$ cat config.mk
export PLATFORM = sky130hd
export DESIGN_NAME = link_quality_monitor_regs
export DESIGN_NICKNAME = d
export VERILOG_FILES = /design/src/lqm_pkg.sv /design/src/link_quality_monitor_regs.sv
export VERILOG_INCLUDE_DIRS = /design/src /design/src/src
export SDC_FILE = /design/constraint.sdc
export NUM_CORES = 1
export LEC_CHECK = 0
export ABC_AREA = 0
export BUFFER_PORTS_ARGS = -buffer_cell sky130_fd_sc_hd__buf_2
export CELL_PAD_IN_SITES_DETAIL_PLACEMENT = 0
export CELL_PAD_IN_SITES_GLOBAL_PLACEMENT = 1
export CORE_MARGIN = 5
export CORE_UTILIZATION = 37
export DETAILED_ROUTE_END_ITERATION = 12
export GPL_TIMING_DRIVEN = 0
export PLACE_DENSITY = 0.91
export RECOVER_POWER = 25
export SYNTH_ARGS = -nofsm -noshare
export SYNTH_HDL_FRONTEND = slang
export SYNTH_SLANG_ARGS = --single-unit
$ cat constraint.sdc
create_clock -name sys_clk -period 2.9 [get_ports sys_clk]
set_input_delay 0 -clock sys_clk [delete_from_list [all_inputs] [get_ports sys_clk]]
set_output_delay 0 -clock sys_clk [all_outputs]
set_load 0.01 [all_outputs]
$ cat src/lqm_consts.svh
// Register map, field positions and reset values of the link quality monitor
// How it works
// - Variance sum readable via 16-bit data word
// - Hold set by software blocks new variance loads
// - After hold: low half first, then high
// - Two consecutive reads clear hold and ready
// - Bit 15 enables monitor, needs 100 Mb link
// - Threshold at max or min disables check
// - Threshold violation raises interrupt when enabled
// - Control read clears warnings, re-arms interrupt
// - Bits 14..10 restart DSP per parameter
// - Restart also drops link if option 0
// - Warning bits 9..0 as high/low pairs
// - Warning bits read-only, clear on read
`ifndef LQM_CONSTS_SVH
`define LQM_CONSTS_SVH
`define IDX_VAR_CTRL    8'h1a
`define IDX_VAR_WORD    8'h1b
`define IDX_QMON_CTRL   8'h1d
`define IDX_INT_STAT    8'h20
`define IDX_INT_MASK    8'h21
`define VC_READY_BIT    15
`define VC_HOLD_BIT     3
`define VC_TIMER_LSB    1
`define VC_ENABLE_BIT   0
`define QM_ON_BIT       15
`define QM_RESTART_LSB  10
`define INT_QMON_BIT    0
`define INT_VAR_BIT     1
`define NUM_PARAMS      5
`define THR_RESET       8'h80
`define RESP_OKAY       2'b00
`define RESP_SLVERR     2'b10
`endif

$ cat src/lqm_pkg.sv
// Types shared by the link quality monitor register logic
package lqm_pkg;
   typedef enum logic [0:0]
   {
      VR_IDLE     = 1'b0,
      VR_LOW_SENT = 1'b1
   } var_read_e;

   typedef struct packed {
      logic        aw_have;
      logic [7:0]  aw_idx;
      logic        w_have;
      logic [15:0] w_data;
      logic [1:0]  w_strb;
      logic        bvalid;
      logic [1:0]  bresp;
      logic        rvalid;
      logic [15:0] rdata;
      logic [1:0]  rresp;
      logic [5:0]  ctl;
      logic [9:0]  warn;
      logic        disarmed;
      logic [31:0] var_sum;
      logic        var_ready;
      logic        var_hold;
      logic [1:0]  var_timer;
      logic        var_en;
      var_read_e   var_half;
      logic [1:0]  intr_stat;
      logic [1:0]  intr_mask;
      logic        dsp_restart;
      logic        link_drop;
   } regs_s;
endpackage

$ cat src/link_quality_monitor_regs.sv
// Variance readout and link quality monitor registers on an AXI4-Lite slave
`timescale 1ns/1ps
`default_nettype none
`include "lqm_consts.svh"

module link_quality_monitor_regs
   import lqm_pkg::*;
#(
   parameter int ADDR_W  = 8,
   parameter int PARAM_W = 8
)
(
   input  wire logic                       sys_clk,
   input  wire logic                       sys_rst,
   input  wire logic                       clk_en,
   input  wire logic [ADDR_W-1:0]          s_axi_awaddr,
   input  wire logic                       s_axi_awvalid,
   output logic                            s_axi_awready,
   input  wire logic [31:0]                s_axi_wdata,
   input  wire logic [3:0]                 s_axi_wstrb,
   input  wire logic                       s_axi_wvalid,
   output logic                            s_axi_wready,
   output logic [1:0]                      s_axi_bresp,
   output logic                            s_axi_bvalid,
   input  wire logic                       s_axi_bready,
   input  wire logic [ADDR_W-1:0]          s_axi_araddr,
   input  wire logic                       s_axi_arvalid,
   output logic                            s_axi_arready,
   output logic [31:0]                     s_axi_rdata,
   output logic [1:0]                      s_axi_rresp,
   output logic                            s_axi_rvalid,
   input  wire logic                       s_axi_rready,
   input  wire logic                       link_100_ok,
   input  wire logic                       signal_detect_option,
   input  wire logic [31:0]                var_sum_in,
   input  wire logic                       var_sum_valid,
   input  wire logic [5*PARAM_W-1:0]       param_val,
   input  wire logic                       param_valid,
   input  wire logic [5*PARAM_W-1:0]       thr_high,
   input  wire logic [5*PARAM_W-1:0]       thr_low,
   output logic                            var_enable,
   output logic [1:0]                      var_timer_sel,
   output logic                            dsp_restart,
   output logic                            link_drop,
   output logic                            irq
);

   if (ADDR_W < 8 || ADDR_W > 32)
   begin : g_chk_addr
      $error("ADDR_W must be 8 to 32");
   end
   if (PARAM_W < 2 || PARAM_W > 16)
   begin : g_chk_param
      $error("PARAM_W must be 2 to 16");
   end

   localparam logic [PARAM_W-1:0] P_MAX = '1;
   localparam logic [PARAM_W-1:0] P_MIN = '0;

   regs_s       s_reg;
   regs_s       s_next;
   logic [9:0]  viol;
   logic [4:0]  viol_param;
   logic        mon_active;
   logic [7:0]  ar_idx;
   logic        rd_take;
   logic        ctl_read;
   logic        word_read;
   logic        wr_do;
   logic        ren_fire;

   // Parameter i: 0 equalizer, 1 gain, 2 wander, 3 freq offset, 4 freq control
   assign mon_active = s_reg.ctl[5] & link_100_ok;

   for (genvar i = 0; i < 5; i++)
   begin : g_cmp
      logic [PARAM_W-1:0] v;
      logic [PARAM_W-1:0] hi;
      logic [PARAM_W-1:0] lo;
      assign v  = param_val[i*PARAM_W +: PARAM_W];
      assign hi = thr_high[i*PARAM_W +: PARAM_W];
      assign lo = thr_low[i*PARAM_W +: PARAM_W];
      // Extreme thresholds can never be crossed in a meaningful way
      assign viol[2*i+1] = mon_active & param_valid & (hi != P_MAX) & (hi != P_MIN)
                           & (v > hi);
      assign viol[2*i]   = mon_active & param_valid & (lo != P_MAX) & (lo != P_MIN)
                           & (v < lo);
      assign viol_param[i] = viol[2*i+1] | viol[2*i];
   end

   assign s_axi_awready = clk_en & ~s_reg.aw_have & ~s_reg.bvalid;
   assign s_axi_wready  = clk_en & ~s_reg.w_have & ~s_reg.bvalid;
   assign s_axi_arready = clk_en & ~s_reg.rvalid;
   assign s_axi_bvalid  = s_reg.bvalid;
   assign s_axi_bresp   = s_reg.bresp;
   assign s_axi_rvalid  = s_reg.rvalid;
   assign s_axi_rresp   = s_reg.rresp;
   assign s_axi_rdata   = {16'h0000, s_reg.rdata};
   assign var_enable    = s_reg.var_en;
   assign var_timer_sel = s_reg.var_timer;
   assign dsp_restart   = s_reg.dsp_restart;
   assign link_drop     = s_reg.link_drop;
   assign irq           = |(s_reg.intr_stat & s_reg.intr_mask);

   assign ar_idx    = 8'(s_axi_araddr >> 2);
   assign rd_take   = s_axi_arvalid & s_axi_arready;
   assign ctl_read  = rd_take & (ar_idx == `IDX_QMON_CTRL);
   assign word_read = rd_take & (ar_idx == `IDX_VAR_WORD);
   assign wr_do     = clk_en & s_reg.aw_have & s_reg.w_have;
   assign ren_fire  = |(viol_param & s_reg.ctl[4:0]);

   always_comb
   begin
      s_next = s_reg;
      s_next.dsp_restart = 1'b0;
      s_next.link_drop   = 1'b0;

      if (s_axi_awvalid && s_axi_awready)
      begin
         s_next.aw_have = 1'b1;
         s_next.aw_idx  = 8'(s_axi_awaddr >> 2);
      end
      if (s_axi_wvalid && s_axi_wready)
      begin
         s_next.w_have = 1'b1;
         s_next.w_data = s_axi_wdata[15:0];
         s_next.w_strb = s_axi_wstrb[1:0];
      end
      if (s_reg.bvalid && s_axi_bready)
      begin
         s_next.bvalid = 1'b0;
      end
      if (s_reg.rvalid && s_axi_rready)
      begin
         s_next.rvalid = 1'b0;
      end

      if (wr_do)
      begin
         s_next.aw_have = 1'b0;
         s_next.w_have  = 1'b0;
         s_next.bvalid  = 1'b1;
         s_next.bresp   = `RESP_OKAY;
         case (s_reg.aw_idx)
            `IDX_VAR_CTRL:
            begin
               if (s_reg.w_strb[0])
               begin
                  s_next.var_hold  = s_reg.w_data[`VC_HOLD_BIT];
                  s_next.var_timer = s_reg.w_data[`VC_TIMER_LSB +: 2];
                  s_next.var_en    = s_reg.w_data[`VC_ENABLE_BIT];
                  s_next.var_half  = VR_IDLE;
               end
            end
            `IDX_QMON_CTRL:
            begin
               if (s_reg.w_strb[1])
               begin
                  s_next.ctl = s_reg.w_data[`QM_RESTART_LSB +: 6];
               end
            end
            `IDX_INT_STAT:
            begin
               if (s_reg.w_strb[0])
               begin
                  s_next.intr_stat = s_reg.intr_stat & ~s_reg.w_data[1:0];
               end
            end
            `IDX_INT_MASK:
            begin
               if (s_reg.w_strb[0])
               begin
                  s_next.intr_mask = s_reg.w_data[1:0];
               end
            end
            `IDX_VAR_WORD:
            begin
               s_next.bresp = `RESP_OKAY;
            end
            default:
            begin
               s_next.bresp = `RESP_SLVERR;
            end
         endcase
      end

      if (rd_take)
      begin
         s_next.rvalid = 1'b1;
         s_next.rresp  = `RESP_OKAY;
         s_next.rdata  = 16'h0000;
         // Any other read breaks the low/high pairing
         s_next.var_half = VR_IDLE;
         case (ar_idx)
            `IDX_VAR_CTRL:
            begin
               s_next.rdata = {s_reg.var_ready, 11'h000, s_reg.var_hold,
                               s_reg.var_timer, s_reg.var_en};
            end
            `IDX_VAR_WORD:
            begin
               if (s_reg.var_hold && s_reg.var_half == VR_LOW_SENT)
               begin
                  s_next.rdata     = s_reg.var_sum[31:16];
                  s_next.var_hold  = 1'b0;
                  s_next.var_ready = 1'b0;
               end
               else
               begin
                  s_next.rdata = s_reg.var_sum[15:0];
                  if (s_reg.var_hold)
                  begin
                     s_next.var_half = VR_LOW_SENT;
                  end
               end
            end
            `IDX_QMON_CTRL:
            begin
               s_next.rdata    = {s_reg.ctl, s_reg.warn};
               s_next.warn     = 10'h000;
               s_next.disarmed = 1'b0;
            end
            `IDX_INT_STAT:
            begin
               s_next.rdata = {14'h0000, s_reg.intr_stat};
            end
            `IDX_INT_MASK:
            begin
               s_next.rdata = {14'h0000, s_reg.intr_mask};
            end
            default:
            begin
               s_next.rresp = `RESP_SLVERR;
            end
         endcase
      end

      // Sets come after clears so that a same-cycle event is never lost
      if (var_sum_valid && !s_next.var_hold)
      begin
         s_next.var_sum   = var_sum_in;
         s_next.var_ready = 1'b1;
         s_next.intr_stat[`INT_VAR_BIT] = 1'b1;
      end
      s_next.warn = s_next.warn | viol;
      if (|viol && !s_next.disarmed)
      begin
         s_next.intr_stat[`INT_QMON_BIT] = 1'b1;
         s_next.disarmed = 1'b1;
      end
      // Restart pulses on every clk_en cycle with a restart-enabled violation; the DSP side must accept back-to-back pulses
      if (ren_fire)
      begin
         s_next.dsp_restart = 1'b1;
         s_next.link_drop   = ~signal_detect_option;
      end
   end

   always_ff @(posedge sys_clk or posedge sys_rst)
   begin
      if (sys_rst)
      begin
         s_reg <= '0;
      end
      else if (clk_en)
      begin
         s_reg <= s_next;
      end
   end
endmodule
`default_nettype wire

==> results.yml <==
logic_synthesis:
  post_synth_instance_area_sq_um: 6978
  postSynthCellCount: 738
  ys_seq_area_frac: 0.3622
  synth_area_in_simple_gates: 0.1678
  synthDistinctLibCells: 60
  async_reset_ff_frac: 1.000
  area_share_of_xor_xnor_cells_in_the_synthesized_design: 0
  synth.ff_latch_count: 101
  synthMuxAreaShare: 0.09987
  post_synthesis_share_of_cell_area_spent_on_full_adders_half_adders_and_majority_gates: 0.1345
  fraction_of_the_mapped_netlist_area_in_compound_gates: 0.1382
  syn_avg_cell_area_sq_um: 9.455
  ys_warn_count: 0
  synth_edf_count: 0
  synthFlopType: "sky130_fd_sc_hd__dfrtp_1"
  combinational_family_with_the_most_area_after_synthesis: "simple AND/OR/NAND/NOR gates"
global_route:
  grt_pass1_wl_microns: 31840
  grt_util_met1: 0.2207
  grt_use_total: 0.1785
  antenna_found_initial: 1
  maximum_number_of_pins_on_one_net_before_global_route_repair: 72
  grt_util_met3: 0.03085
  number_of_global_route_vias_before_repair: 6640
  grt_busiest_layer: "met2"
  gr-usage-met2: 0.3203
  grt.overflow.total: 0
routing:
  drt_pass1_iterations: 5
  remaining_antenna_violation_count_after_routing: 0
  route.detailed.drc: 0
  via_per_inst: 5.049
  finalWirelength_microns: 20070
  drt_iter0_markers: 191
  wire_per_inst_microns: 15.72
  dr_total_vias: 6447
pwr:
  seq_power_share: 0.438
  vdd.ir_drop.worst_uv: 318.7
  power.clock.fraction: 0.301
  pwr_density_cell_nw_per_um2: 470.7
  p_comb_frac: 0.261
  cell_leakage_power_nw: 4.734
  switching_share: 0.2901
  internal_power_mw: 3.097
  power.switching_mw: 1.266
worst_setup_path:
  worstSetupStartpointType: "flip-flop"
  critPathMaxFanout: 10
  required_ps: 3150
  critPathArrivalTime_ps: 2710
  critPathSlowestCell: "sky130_fd_sc_hd__dfrtp_1"
  timing.critical_path.to_type: "flip-flop"
  cp_num_buf_inv: 0
  crit_path_max_incr_delay_ps: 440
  critPathKind: "flip-flop to flip-flop"
  timing.critical_path.cells: "nand3_2, or2_2, a2111oi_0, o31a_1, o21ai_0, and4_1, a221oi_2"
  timing.critical_path.max_delay_family: "compound AO/OA/AOI/OAI gates"
timing:
  grt_setup_unrepaired: "no"
  slew_viol_final: 0
  transition_time_at_the_pin_with_the_least_slew_margin_ps: 1368
  holdWs_ps: 65.33
  setup_viol: 0
  maxClockFrequency_mhz: 407.7
  slew-limit-headroom: 0.08293
  timing_hold_violations_final: 0
  final.setup.tns_ps: 0
  fin_crit_sh: 0.8458
  min_period_ps: 2453
  finClkSkew_ps: 11.78
floorplan:
  coreArea_sq_um: 18640
  row_count: 50
  initial_core_util: 0.3743
  die_area_sq_um: 21710
  die_w_microns: 147.3
  floorplan.die.height_microns: 147.3
  pin_count: 263
clock_tree:
  clock_tree.htree_level_count: 3
  cts_tree: "built"
  clock_tree.buffer_depth: 2
  clk_pin_slew_worst_paths_ps: 70
  postCtsHoldBufs: 54
  ctsRootBufferMaster: "sky130_fd_sc_hd__clkbuf_16"
  clk-insertion-delay-late_ps: 350
  tritoncts.num_buffers: 9
  post_cts.repair.setup_buffers: 0
  clock_sink_count: 101
  post_cts_resize_count: 0
place:
  dp_hpwl_microns: 16060
  buffer_ports.inserted: 216
  placed_cells: 1206
  gpl_wtd_cong: 0.8250
  placement.cell_area_sq_um: 8446
final_layout:
  areaGrowthSynthToFinish_pct: 32.83
  fin_area_sq_um: 9269
  post_route_cells_drive_above_1_share: 0.3186
  nNetsFinal: 1328
  layoutNonFillerInstCount: 1277
  flip_flop_count_of_the_largest_register_after_layout: 76
outcome:
  outcome: "finished clean"
worst_hold_path:
  hold_path.class: "input pin to flip-flop"
job:
  max_cap_viol_count: 0
-- path summary, 6_finish.rpt --
| kind | endpoint | slack, ps | from | cells past startpoint |
|---|---|---|---|---|
| worst max-delay path | link_drop$_DFFE_PP0P_ | 450 | s_reg[60]$_DFFE_PP0P_ | 7 |
| worst min-delay path | s_reg[6]$_DFFE_PP0P_ | 70 | s_axi_araddr[4] | 4 |
| worst max register to register | link_drop$_DFFE_PP0P_ | 450 | s_reg[60]$_DFFE_PP0P_ | 7 |
| worst min register to register | s_axi_rdata[11]$_DFFE_PP0P_ | 480 | s_axi_rdata[11]$_DFFE_PP0P_ | 2 |
| max in group asynchronous | s_reg[39]$_DFFE_PP0P_ | 800 | sys_rst | 4 |
| min in group asynchronous | s_reg[83]$_DFFE_PP0P_ | 500 | sys_rst | 3 |
-- synthesized netlist by cell type (all sizes together), types with 3 or more instances --
| library cell | instances | area, sq um |
|---|---|---|
| clkbuf | 14 | 52.55 |
| a21oi | 45 | 225.2 |
| nor3 | 5 | 36.29 |
| nand3b | 3 | 35.03 |
| a2111oi | 4 | 35.03 |
| nand4 | 37 | 231.5 |
| or2 | 5 | 31.28 |
| nor2b | 5 | 31.28 |
| a211oi | 10 | 75.07 |
| nor2 | 51 | 198.9 |
| o21ai | 17 | 85.08 |
| a221oi | 3 | 32.53 |
| o31a | 5 | 43.79 |
| ha | 75 | 938.4 |
| a21boi | 3 | 22.52 |
| a21o | 15 | 112.6 |
| a22o | 12 | 105.1 |
| a31oi | 3 | 18.77 |
| nand3 | 11 | 60.06 |
| or4 | 8 | 60.06 |
| nand2 | 66 | 250.2 |
| buf | 43 | 326.6 |
| o211ai | 5 | 51.30 |
| nand2b | 8 | 50.05 |
| mux2 | 61 | 686.9 |
| inv | 79 | 296.5 |
| and2 | 4 | 25.03 |
| nor4 | 15 | 100.1 |
| o311a | 4 | 40.04 |
| dfrtp | 101 | 2527 |
-- cell families after synthesis --
logic type | count (synthesis)
and+or+nand+nor | 224
AOI/OAI and AO/OA | 139
buffers and inverters | 136
adders and majority gates | 75
DFF | 101
muxes | 62
other | 1
-- placed cells by master, fill, tap and decap left out, types with 3 or more instances in the layout --
cell type / count
sky130_fd_sc_hd__a21o_1: 15
sky130_fd_sc_hd__conb_1: 18
sky130_fd_sc_hd__dfrtp_1: 101
sky130_fd_sc_hd__clkinv_2: 3
sky130_fd_sc_hd__a2111oi_0: 4
sky130_fd_sc_hd__and2_1: 3
sky130_fd_sc_hd__o211ai_1: 4
sky130_fd_sc_hd__o31a_1: 5
sky130_fd_sc_hd__clkbuf_16: 9
sky130_fd_sc_hd__nand2b_1: 8
sky130_fd_sc_hd__dlygate4sd3_1: 54
sky130_fd_sc_hd__o21ai_0: 17
sky130_fd_sc_hd__o311a_1: 4
sky130_fd_sc_hd__buf_6: 3
sky130_fd_sc_hd__a31oi_1: 3
sky130_fd_sc_hd__a21oi_1: 45
sky130_fd_sc_hd__buf_2: 199
sky130_fd_sc_hd__mux2_2: 59
sky130_fd_sc_hd__nor2b_1: 5
sky130_fd_sc_hd__buf_4: 38
sky130_fd_sc_hd__nand2_1: 65
sky130_fd_sc_hd__clkbuf_1: 31
sky130_fd_sc_hd__nor3_1: 4
sky130_fd_sc_hd__ha_1: 75
sky130_fd_sc_hd__nand3_1: 10
sky130_fd_sc_hd__or2_2: 3
sky130_fd_sc_hd__nor4_1: 14
sky130_fd_sc_hd__inv_1: 78
sky130_fd_sc_hd__nand4_1: 37
sky130_fd_sc_hd__a211oi_1: 10
sky130_fd_sc_hd__or4_1: 8
sky130_fd_sc_hd__a21boi_0: 3
sky130_fd_sc_hd__nor2_1: 50
sky130_fd_sc_hd__a22o_1: 12
-- worst register-to-register path, delay by kind of cell, from the launching register on --
family	cells	cell delay, ps
flip-flops	1	440
AO/OA/AOI/OAI	4	1070
AND/OR/NAND/NOR	3	840
-- layer usage --
layer	routed length, microns	vias up
met2	9807	200
met3	973	34
met1	8842	3024
met4	450	0
met5	0	-
li1	-	3189
-- power by group through the flow --
| stage | clock (mW) | combinational (mW) | sequential [mW] |
|---|---|---|---|
| 2_1_floorplan | 0 | 0.718 | 1.87 |
| 3_3_place_gp | 0 | 1.05 | 1.92 |
| 3_5_place_dp | 0 | 1.09 | 1.93 |
| 4_1_cts | 1.32 | 1.15 | 1.90 |
| 5_1_grt | 1.38 | 1.28 | 1.94 |
| 6_report | 1.31 | 1.14 | 1.91 |
-- final cells by class --
class / count / area [sq um]
fill: 1748 / 9374
multi-input combinational: 518 / 3839
sequential: 101 / 2527
timing repair buffer: 271 / 1608
buffer: 57 / 379.1
inverter: 79 / 297.8
tap: 234 / 292.8
clock buffer: 10 / 239.0
clock inverter: 6 / 83.83
antenna: 1 / 2.502
-- through the flow --
| step | utilization | setup WS [ps] | power (mW) |
|---|---|---|---|
| 3_3_place_gp | 0.4514 | -890.6 | 2.969 |
| 5_1_grt | 0.4972 | 279.5 | 4.598 |
| 4_1_cts | 0.4993 | 407.7 | 4.376 |
| 3_5_place_dp | 0.4530 | 428.8 | 3.021 |
| 6_report | 0.4972 | 447.2 | 4.363 |
| 2_1_floorplan | - | 252.9 | 2.587 |
Note: power is estimated with default switching activity, not from simulation.
